`src/inc/tc_pkg.sv`:
```
`default_nettype none
package tc_pkg;
	// byte locations on the cpu side
	typedef logic [3:0] tc_io_addr_type;
	localparam tc_io_addr_type IO_CNT_LO  = 4'h0;
	localparam tc_io_addr_type IO_CNT_HI  = 4'h1;
	localparam tc_io_addr_type IO_CAP_LO  = 4'h2;
	localparam tc_io_addr_type IO_CAP_HI  = 4'h3;
	localparam tc_io_addr_type IO_CMP_LO  = 4'h4;
	localparam tc_io_addr_type IO_CMP_HI  = 4'h5;
	localparam tc_io_addr_type IO_CTRL_A  = 4'h6;
	localparam tc_io_addr_type IO_CTRL_B  = 4'h7;
	localparam tc_io_addr_type IO_FLAGS   = 4'h8;
	localparam tc_io_addr_type IO_MASK    = 4'h9;
	localparam tc_io_addr_type IO_COMP    = 4'hA;
	// field positions
	localparam int CTRLB_FILT   = 7;
	localparam int CTRLB_EDGE   = 6;
	localparam int CTRLB_WGM_HI = 3;
	localparam int CTRLB_CS     = 0;
	localparam int CTRLA_WGM_LO = 0;
	localparam int FLAG_OVF     = 0;
	localparam int FLAG_CAP     = 5;
	localparam int COMP_CAPSEL  = 2;
	// reset values
	localparam logic [7:0]  CTRL_RESET  = 8'h00;
	localparam logic [15:0] WORD_RESET  = 16'h0000;
	// fixed count limits
	localparam logic [15:0] TOP_MAX = 16'hFFFF;
	localparam logic [15:0] TOP_8   = 16'h00FF;
	localparam logic [15:0] TOP_9   = 16'h01FF;
	localparam logic [15:0] TOP_10  = 16'h03FF;
	// noise filter sample count
	localparam int FILTER_LEN = 4;
	// controller registers on apb
	localparam logic [11:0] APB_CMD    = 12'h000;
	localparam logic [11:0] APB_STATUS = 12'h004;
	localparam logic [11:0] APB_ACK    = 12'h008;
	localparam int CMD_ADDR_LSB = 8;
	localparam int CMD_WR_BIT   = 16;
	localparam int STAT_DATA_LSB = 8;
	localparam int STAT_OVF_IRQ = 16;
	localparam int STAT_CAP_IRQ = 17;

	typedef enum logic [2:0] {TS_MAX, TS_8, TS_9, TS_10, TS_CMP, TS_CAP} tc_top_type;
	typedef enum logic [1:0] {OV_MAX, OV_TOP, OV_BOTTOM} tc_ovf_type;
	typedef struct packed {
		tc_top_type topSel;
		logic       dual;
		tc_ovf_type ovfPt;
	} tc_mode_type;

	function automatic tc_mode_type tc_decode_mode(input logic [3:0] m);
		tc_mode_type r;
		r = '{TS_MAX, 1'b0, OV_MAX};
		unique case (m)
			4'h0, 4'hD: r = '{TS_MAX, 1'b0, OV_MAX};
			4'h1: r = '{TS_8, 1'b1, OV_BOTTOM};
			4'h2: r = '{TS_9, 1'b1, OV_BOTTOM};
			4'h3: r = '{TS_10, 1'b1, OV_BOTTOM};
			4'h4: r = '{TS_CMP, 1'b0, OV_MAX};
			4'h5: r = '{TS_8, 1'b0, OV_TOP};
			4'h6: r = '{TS_9, 1'b0, OV_TOP};
			4'h7: r = '{TS_10, 1'b0, OV_TOP};
			4'h8, 4'hA: r = '{TS_CAP, 1'b1, OV_BOTTOM};
			4'h9, 4'hB: r = '{TS_CMP, 1'b1, OV_BOTTOM};
			4'hC: r = '{TS_CAP, 1'b0, OV_MAX};
			4'hE: r = '{TS_CAP, 1'b0, OV_TOP};
			4'hF: r = '{TS_CMP, 1'b0, OV_TOP};
		endcase
		return r;
	endfunction : tc_decode_mode
endpackage : tc_pkg
`default_nettype wire

```
`src/inc/tc_cpu_if.sv`:
```
`timescale 1ns/100ps
`default_nettype none
interface tc_cpu_if;
	import tc_pkg::*;
	tc_io_addr_type ioAddr;
	logic           ioRd;
	logic           ioWr;
	logic [7:0]     ioWrData;
	logic [7:0]     ioRdData;
	logic           ovfIrq;
	logic           capIrq;
	logic           ovfAck;
	logic           capAck;

	modport dev (
		input  ioAddr, ioRd, ioWr, ioWrData, ovfAck, capAck,
		output ioRdData, ovfIrq, capIrq
	);
	modport cpu (
		output ioAddr, ioRd, ioWr, ioWrData, ovfAck, capAck,
		input  ioRdData, ovfIrq, capIrq
	);
endinterface : tc_cpu_if
`default_nettype wire

```
`src/hw/tc_timer.sv`:
```
// How it works
// - high byte writes and count/capture high reads go through shared latch
// - count/capture low byte read copies upper byte to latch
// - low byte write loads latch plus byte
// - one latch serves count, compare, capture
// - software keeps shared-latch sequences interrupt free
// - clock select picks tick, zero stops
// - cpu write beats count and clear
// - tick clears, increments or decrements per mode
// - top and bottom indications from count
// - overflow flag per mode, can interrupt
// - matching edge copies count to capture
// - capture flag set with the copy
// - capture flag interrupts, cleared by ack/one
// - capture read low first, latch upper
// - capture writable only in capture-limit modes
// - trigger from pin, or comparator when selected
// - software clears capture flag after source change
// - inputs synchronised, filter adds four cycles
// - no captures in capture-limit modes
// - filter moves after four equal samples
// - filter enable bit, sampled on system clock
// - new capture overwrites unread value
// - port drive value feeds capture path
//
// Decided for this implementation: the APB slave port and the address map.
`timescale 1ns/100ps
`default_nettype none
module tc_timer import tc_pkg::*; (
	input  wire logic       clk_sys,
	input  wire logic       rst_b,
	tc_cpu_if.dev           cpu,
	input  wire logic [7:0] clockTicks,
	input  wire logic       capturePinIn,
	input  wire logic       portDriveEn,
	input  wire logic       portDriveValue,
	input  wire logic       comparatorOutput,
	output logic            timerTick,
	output logic            atTop,
	output logic            atBottom
);
	typedef struct packed {
		logic [15:0] count;
		logic [15:0] capture;
		logic [15:0] compare;
		logic [7:0]  temp;
		logic [7:0]  ctrlA;
		logic [7:0]  ctrlB;
		logic        capSel;
		logic        ovfFlag;
		logic        capFlag;
		logic        ovfEn;
		logic        capEn;
		logic        down;
		logic [7:0]  rdData;
	} tc_timer_state_type;

	tc_timer_state_type q;
	tc_timer_state_type d;
	tc_mode_type        mode;
	logic [15:0]        top;
	logic [2:0]         clkSel;
	logic               capLimit;
	logic               trigger;
	logic               capEdge;
	logic               ovfSet;
	logic               capSet;
	logic               ovfClr;
	logic               capClr;
	logic               flagWr;

	// the port's own drive value wins when the pin is an output,
	// so software can fire a capture by toggling the port
	assign trigger = q.capSel ? comparatorOutput
		: (portDriveEn ? portDriveValue : capturePinIn);

	tc_capture_filter u_filter (
		.clk_sys    (clk_sys),
		.rst_b      (rst_b),
		.rawIn      (trigger),
		.filterEn   (q.ctrlB[CTRLB_FILT]),
		.risingEdge (q.ctrlB[CTRLB_EDGE]),
		.edgeSeen   (capEdge)
	);

	function automatic logic [15:0] tc_top_value(input tc_top_type s, input logic [15:0] cmp,
		input logic [15:0] cap);
		logic [15:0] v;
		v = TOP_MAX;
		unique case (s)
			TS_MAX: v = TOP_MAX;
			TS_8:   v = TOP_8;
			TS_9:   v = TOP_9;
			TS_10:  v = TOP_10;
			TS_CMP: v = cmp;
			TS_CAP: v = cap;
			default: v = TOP_MAX;
		endcase
		return v;
	endfunction : tc_top_value

	always_comb begin
		d = q;
		mode = tc_decode_mode({q.ctrlB[CTRLB_WGM_HI+1:CTRLB_WGM_HI],
			q.ctrlA[CTRLA_WGM_LO+1:CTRLA_WGM_LO]});
		top = tc_top_value(mode.topSel, q.compare, q.capture);
		capLimit = (mode.topSel == TS_CAP);
		clkSel = q.ctrlB[CTRLB_CS+2:CTRLB_CS];
		timerTick = (clkSel != 3'h0) && clockTicks[clkSel];
		atTop = (q.count == top);
		atBottom = (q.count == WORD_RESET);

		// counting sequence
		if (timerTick) begin
			if (mode.dual) begin
				if (!q.down) begin
					if (atTop) begin
						d.down = 1'b1;
						d.count = q.count - 16'h0001;
					end else begin
						d.count = q.count + 16'h0001;
					end
				end else begin
					if (atBottom) begin
						d.down = 1'b0;
						d.count = q.count + 16'h0001;
					end else begin
						d.count = q.count - 16'h0001;
					end
				end
			end else begin
				d.down = 1'b0;
				d.count = atTop ? WORD_RESET : q.count + 16'h0001;
			end
		end

		unique case (mode.ovfPt)
			OV_MAX:    ovfSet = timerTick && (q.count == TOP_MAX);
			OV_TOP:    ovfSet = timerTick && atTop;
			OV_BOTTOM: ovfSet = timerTick && atBottom && q.down;
			default:   ovfSet = 1'b0;
		endcase

		// a capture in a capture-limit mode would destroy the limit
		capSet = capEdge && !capLimit;
		if (capSet) begin
			d.capture = q.count;
		end

		// cpu reads: data answers one cycle later
		if (cpu.ioRd) begin
			unique case (cpu.ioAddr)
				IO_CNT_LO: begin
					d.rdData = q.count[7:0];
					d.temp = q.count[15:8];
				end
				IO_CAP_LO: begin
					d.rdData = q.capture[7:0];
					d.temp = q.capture[15:8];
				end
				IO_CNT_HI, IO_CAP_HI: d.rdData = q.temp;
				IO_CMP_LO: d.rdData = q.compare[7:0];
				IO_CMP_HI: d.rdData = q.compare[15:8];
				IO_CTRL_A: d.rdData = q.ctrlA;
				IO_CTRL_B: d.rdData = q.ctrlB;
				IO_FLAGS:  d.rdData = 8'({q.capFlag, 5'h00} | {7'h00, q.ovfFlag});
				IO_MASK:   d.rdData = 8'({q.capEn, 5'h00} | {7'h00, q.ovfEn});
				IO_COMP:   d.rdData = 8'({q.capSel, 2'h0});
				default:   d.rdData = 8'h00;
			endcase
		end

		// cpu writes come last so they override counting
		flagWr = cpu.ioWr && (cpu.ioAddr == IO_FLAGS);
		if (cpu.ioWr) begin
			unique case (cpu.ioAddr)
				IO_CNT_HI, IO_CAP_HI, IO_CMP_HI: d.temp = cpu.ioWrData;
				IO_CNT_LO: d.count = {q.temp, cpu.ioWrData};
				IO_CAP_LO: begin
					if (capLimit) begin
						d.capture = {q.temp, cpu.ioWrData};
					end
				end
				IO_CMP_LO: d.compare = {q.temp, cpu.ioWrData};
				IO_CTRL_A: d.ctrlA = cpu.ioWrData;
				IO_CTRL_B: d.ctrlB = cpu.ioWrData;
				IO_MASK: begin
					d.ovfEn = cpu.ioWrData[FLAG_OVF];
					d.capEn = cpu.ioWrData[FLAG_CAP];
				end
				IO_COMP: d.capSel = cpu.ioWrData[COMP_CAPSEL];
				default: d.rdData = q.rdData;
			endcase
		end

		// a set in the same cycle as a clear survives
		ovfClr = cpu.ovfAck || (flagWr && cpu.ioWrData[FLAG_OVF]);
		capClr = cpu.capAck || (flagWr && cpu.ioWrData[FLAG_CAP]);
		d.ovfFlag = ovfSet || (q.ovfFlag && !ovfClr);
		d.capFlag = capSet || (q.capFlag && !capClr);
	end

	assign cpu.ioRdData = q.rdData;
	assign cpu.ovfIrq = q.ovfFlag && q.ovfEn;
	assign cpu.capIrq = q.capFlag && q.capEn;

	always_ff @(posedge clk_sys or negedge rst_b) begin
		if (!rst_b) begin
			q.count   <= WORD_RESET;
			q.capture <= WORD_RESET;
			q.compare <= WORD_RESET;
			q.temp    <= CTRL_RESET;
			q.ctrlA   <= CTRL_RESET;
			q.ctrlB   <= CTRL_RESET;
			q.capSel  <= 1'b0;
			q.ovfFlag <= 1'b0;
			q.capFlag <= 1'b0;
			q.ovfEn   <= 1'b0;
			q.capEn   <= 1'b0;
			q.down    <= 1'b0;
			q.rdData  <= CTRL_RESET;
		end else begin
			q <= d;
		end
	end
endmodule : tc_timer
`default_nettype wire

```
`src/hw/tc_capture_filter.sv`:
```
`timescale 1ns/100ps
`default_nettype none
module tc_capture_filter import tc_pkg::*; (
	input  wire logic clk_sys,
	input  wire logic rst_b,
	input  wire logic rawIn,
	input  wire logic filterEn,
	input  wire logic risingEdge,
	output logic      edgeSeen
);
	typedef struct packed {
		logic [1:0]            sync;
		logic [FILTER_LEN-2:0] hist;
		logic                  filt;
		logic                  prev;
	} tc_filter_state_type;

	tc_filter_state_type q;
	tc_filter_state_type d;
	logic [FILTER_LEN-1:0] samples;
	logic                  level;

	always_comb begin
		d = q;
		d.sync = {q.sync[0], rawIn};
		samples = {q.hist, q.sync[1]};
		d.hist = samples[FILTER_LEN-2:0];
		// four agreeing samples, taken every system clock, move the output
		if (&samples) begin
			d.filt = 1'b1;
		end else if (~|samples) begin
			d.filt = 1'b0;
		end
		level = filterEn ? q.filt : q.sync[1];
		d.prev = level;
		edgeSeen = (level != q.prev) && (level == risingEdge);
	end

	always_ff @(posedge clk_sys or negedge rst_b) begin
		if (!rst_b) begin
			q <= '0;
		end else begin
			q <= d;
		end
	end
endmodule : tc_capture_filter
`default_nettype wire

```
`src/flat_wrapper.sv`:
```
// flat-port wrapper written by rule: the top's interface ports become plain ports
module tc_timer_flat import tc_pkg::*;
  (clk_sys, rst_b, clockTicks, capturePinIn, portDriveEn, portDriveValue, comparatorOutput, timerTick, atTop, atBottom, cpu_ioAddr, cpu_ioRd, cpu_ioWr, cpu_ioWrData, cpu_ovfAck, cpu_capAck, cpu_ioRdData, cpu_ovfIrq, cpu_capIrq);
  tc_cpu_if cpu_i ();
  input  wire logic clk_sys;
  input  wire logic rst_b;
  input  wire logic [7:0] clockTicks;
  input  wire logic capturePinIn;
  input  wire logic portDriveEn;
  input  wire logic portDriveValue;
  input  wire logic comparatorOutput;
  output logic timerTick;
  output logic atTop;
  output logic atBottom;
  input wire logic [$bits(cpu_i.ioAddr)-1:0] cpu_ioAddr;
  input wire logic [$bits(cpu_i.ioRd)-1:0] cpu_ioRd;
  input wire logic [$bits(cpu_i.ioWr)-1:0] cpu_ioWr;
  input wire logic [$bits(cpu_i.ioWrData)-1:0] cpu_ioWrData;
  input wire logic [$bits(cpu_i.ovfAck)-1:0] cpu_ovfAck;
  input wire logic [$bits(cpu_i.capAck)-1:0] cpu_capAck;
  output wire logic [$bits(cpu_i.ioRdData)-1:0] cpu_ioRdData;
  output wire logic [$bits(cpu_i.ovfIrq)-1:0] cpu_ovfIrq;
  output wire logic [$bits(cpu_i.capIrq)-1:0] cpu_capIrq;
  assign cpu_i.ioAddr = cpu_ioAddr;
  assign cpu_i.ioRd = cpu_ioRd;
  assign cpu_i.ioWr = cpu_ioWr;
  assign cpu_i.ioWrData = cpu_ioWrData;
  assign cpu_i.ovfAck = cpu_ovfAck;
  assign cpu_i.capAck = cpu_capAck;
  assign cpu_ioRdData = cpu_i.ioRdData;
  assign cpu_ovfIrq = cpu_i.ovfIrq;
  assign cpu_capIrq = cpu_i.capIrq;
  tc_timer u_core (.clk_sys(clk_sys), .rst_b(rst_b), .cpu(cpu_i), .clockTicks(clockTicks), .capturePinIn(capturePinIn), .portDriveEn(portDriveEn), .portDriveValue(portDriveValue), .comparatorOutput(comparatorOutput), .timerTick(timerTick), .atTop(atTop), .atBottom(atBottom));
endmodule
```
`config.mk`:
```
export PLATFORM = sky130hd
export DESIGN_NAME = tc_timer_flat
export DESIGN_NICKNAME = d
export VERILOG_FILES = /design/src/inc/tc_pkg.sv /design/src/inc/tc_cpu_if.sv /design/src/hw/tc_timer.sv /design/src/hw/tc_capture_filter.sv /design/src/flat_wrapper.sv
export SDC_FILE = /design/constraint.sdc
export NUM_CORES = 1
export LEC_CHECK = 0
export BUFFER_PORTS_ARGS = -buffer_cell sky130_fd_sc_hd__buf_4
export CAP_MARGIN = 20
export CORE_UTILIZATION = 55
export CTS_CLUSTER_SIZE = 40
export DETAILED_ROUTE_END_ITERATION = 8
export GPL_TIMING_DRIVEN = 1
export HOLD_SLACK_MARGIN = 0.12
export PLACE_DENSITY = 0.78
export SLEW_MARGIN = 20
export SYNTH_ARGS = -nofsm -noshare
export SYNTH_HDL_FRONTEND = slang
export SYNTH_SLANG_ARGS = --single-unit
```
`constraint.sdc`:
```
create_clock -name clk_sys -period 5.6 [get_ports clk_sys]
set_input_delay 0.28 -clock clk_sys [delete_from_list [all_inputs] [get_ports clk_sys]]
set_output_delay 0.28 -clock clk_sys [all_outputs]
set_load 0.03 [all_outputs]
```
==> summary.md <==
| Metric | Value |
|---|---|
| Rows | 39 |
| Top-area cell type share of the netlist area | 0.358 |
| Logic pwr share | 0.410 |
| Startpoint types | register |
| Max Freq | around 240 MHz |
| Final Critical Period | between 4000 and 5000 ps |
| Clk pin slew, worst setup/hold paths | around 70 ps |
| Cell internal pwr | 1.80 mW |
| Vias per std cell | 6.95 |
| Setup Viol. Count Final | 0 |
| Netlist cell types | 71 |
| Synth warn | 0 |
| Ys async rst share | 1.00 |
| Worst-path fanout max | 23 |
| Outcome | complete, no violations |
| Vias in the first global route | 5995 |
| Clock Latency Late Sink | between 300 and 400 ps |
| Seq cells post-synth | between 90 and 100 |
| Post-route antenna net violation count | 0 |
| Part of the power in registers | 0.392 |
| Post-CTS setup buffers | 0 |
| Vias | between 6000 and 7000 |
| Area leader, netlist | dfrtp_1 |
| Max-capacitance violation count | 0 |
| Gpl congestion | 0.939 |
| Data arrival, critical path | between 4000 and 5000 ps |
| Worst R2R Setup Slack | ~1400 ps |
| Drt pass-1 iters | 6 |
| Fin nets | 771 |
| RR Endpoint | u_core.q[71] |
| Layout cells sized above 1 | 0.173 |
| DRT Wirelength | 19.8 mm |
| Hold Path End | u_core.u_filter.d[6] |
| WHS Path Cells | 3 |
| Die area | approximately 0.012 mm² |
| Kind of critical path | register to register |
| Number of flops mapped to enable cells by yosys | 0 |
| Cts bufs inserted | 9 |
| RSZ-0062 raised after global routing | no |
| Psw | 1.37 mW |
| Final hold vios | 0 |
| Avg Cell Area, Syn | 8.73 µm² |
| Drt drc | 0 |
| Clk pwr share | 0.198 |
| DIE WIDTH | 111 µm |
| Clock root buffer | clkbuf_16 |
| Final setup TNS | 0 ps |
| Maximum root-to-sink buffer count | 2 |
| CP peak stage delay | 890 ps |
| P_leak | 2.96 nW |
| Critical path's slowest cell | dfrtp_1 |
| Synth top area cells | dfrtp_1 (36%), mux2_2 (6.2%), mux2i_1 (4.6%) |
| Worst vdd ir | 0.363 mV |
| Hold path startpoint | comparatorOutput |
| PD cells | 448 mW/mm² |
| Diode count | 0 |
| Area grow syn2layout | 8.82% |
| Io pins | 43 |
| CTS tree | built |
| Global route overflow | 0 |
| Critical Path, Cell by Cell | nor2_1 -> a22oi_1 -> o22ai_1 -> xor2_1 -> nor4_1 -> nand3_2 -> and2_1 -> a221oi_1 -> a311oi_1 |
| Worst Tran Pin Value | between 1000 and 1500 ps |
| Depth of the worst register-to-register path | 9 |
| Synthesized net count | ~780 |
| First DRT Iteration DRCs | 751 |
| Post-synthesis sequential area ratio | 0.358 |
| Final Util | 0.616 |
| DR WL/cell | between 20 and 25 µm |
| Hold Path Class | primary input to register |
| Port buffer count | 41 |
| Hold_buf cts | 1 |
| Primary flip-flop cell chosen by synthesis mapping | dfrtp_1 |
| Post-cts resize count | 0 |
| Final period util | 0.748 |
| First-pass GRT wire length | 31.8 mm |
| Largest net degree at the start of global routing | between 70 and 80 |
| Post-synthesis instance area | 0.00649 mm² |
| Detailed placer's ending HPWL | 13.6 mm |
| Fillers | 973 |
| Max Slew Vio Count | 0 |
| Tot GR Track Use | 0.332 |
| H-tree levels | 3 |
| Die height | 111 µm |
| R2r startpoint | u_core.q[18] |
| Initial antenna violation count | 0 |
| Initial Util | 0.566 |
| Fin Clk Skew | between 10 and 15 ps |
| CTS sink count | 93 |
| Design area | between 0.007 and 0.008 mm² |
| Max-Slew Margin vs Limit | 0.318 |
| Critical Path RT | 5800 ps |
| Core Region | roughly 0.011 mm² |
| Post-Synthesis Cells | 744 |
| Switching share of power | 0.432 |
| Placement Cell Area | 0.00676 mm² |
| Endpoint class of the critical path | register |
## per-stage QoR
step | setup slack, ps | hold WS (ps) | cells | power, mW
finish | 1410 | 145 | 885 | 3.16
global route | 1220 | 149 | 885 | 3.32
CTS | 1600 | 142 | 885 | 3.11
detailed placement | 1630 | 202 | 869 | 2.49
global placement | 1740 | 199 | 869 | 2.42
floorplan | 2830 | -15.6 | 744 | 2.12
## cells in the final DEF (no fill, tap or decap), types with 6 or more instances in the layout
master / n
a21oi_1: 52
a221oi_1: 8
a22o_1: 8
a22oi_1: 7
a31oi_1: 8
and2_1: 6
and3_1: 7
buf_4: 48
clkbuf_16: 9
dfrtp_1: 93
inv_1: 14
mux2_2: 36
mux2i_1: 30
mux4_2: 9
nand2_1: 72
nand2b_1: 16
nand3_1: 14
nand4_1: 6
nor2_1: 68
nor3_1: 11
nor4b_1: 7
o211ai_1: 9
o21ai_0: 56
o22ai_1: 14
or3_1: 8
xnor2_1: 14
xor2_1: 12
## layer usage
layer,part of all wire,GRT usage
met4,0.040,0.152
met1,0.40,0.455
met3,0.10,0.0744
met5,0,0
met2,0.46,0.501
## worst max path at each step
stage                     slack [ps]            to    startpoint
after global routing            1220  u_core.q[71]  u_core.q[18]
after CTS                       1600  u_core.q[71]  u_core.q[18]
after detailed placement        1630  u_core.q[71]  u_core.q[18]
final                           1410  u_core.q[71]  u_core.q[18]
after floorplan                 2830  u_core.q[74]  u_core.q[23]
after global placement          1740  u_core.q[85]  u_core.q[17]
## critical path: cells and delay by family (launching register included)
kind	cells	cell delay, ps
AO/OA/AOI/OAI	4	850
flip-flops	1	890
AND/OR/NAND/NOR	4	2100
XOR/XNOR	1	170
## power groups by stage
stage                     registers (mW)  clock network [mW]  logic [mW]
after floorplan                     1.01                   0        1.11
after global placement              1.21                   0        1.21
after detailed placement            1.23                   0        1.26
after CTS                           1.22               0.631        1.27
after global routing                1.26               0.658        1.40
final                               1.24               0.627        1.30
## layout make-up
cell class                 instances  area, µm²  share of cell area
multi-input combinational        567       3830               0.542
inverter                          18       67.6             0.00956
clock buffer                       9        225              0.0319
tap                              143        179              0.0253
sequential                        93       2330               0.329
timing repair buffer              49        370              0.0524
clock inverter                     6       70.1             0.00991
## registers in the layout, indices dropped and copies added (netlist names)
signal / flops
u_core.clkSel: 3
u_core.u_filter.q: 3
u_core.u_filter.d: 4
u_core.cpu.ioRdData: 8
u_core.q: 75
## cell usage after synthesis, types with 4 or more instances
library cell	instances
a211oi_1	4
a21o_1	5
a21oi_1	52
a221oi_1	8
a22o_1	8
a22oi_1	7
a31oi_1	8
and2_1	6
and3_1	7
buf_1	6
buf_2	12
buf_4	8
clkbuf_1	40
dfrtp_1	93
inv_1	14
mux2_2	36
mux2i_1	30
mux4_2	9
nand2_1	72
nand2b_1	16
nand3_1	14
nand4_1	6
nor2_1	68
nor2b_1	5
nor3_1	13
nor4_1	4
nor4b_1	8
o211ai_1	9
o21ai_0	56
o221ai_1	5
o22a_1	5
o22ai_1	14
o31ai_1	5
or3_1	8
or4_1	4
xnor2_1	14
xor2_1	12
## logic make-up (layout without fill, tap and decap cells)
family	count (synthesis)	after routing	share of synthesized area
and+or+nand+nor	249	249	0.194
AOI/OAI and AO/OA	214	214	0.212
DFF	93	93	0.358
buffers and inverters	84	82	0.0555
muxes	75	75	0.140
xor gates and xnor gates	26	26	0.0351
adders and majority gates	3	3	0.00578
Power figures use the tool's default switching activity.
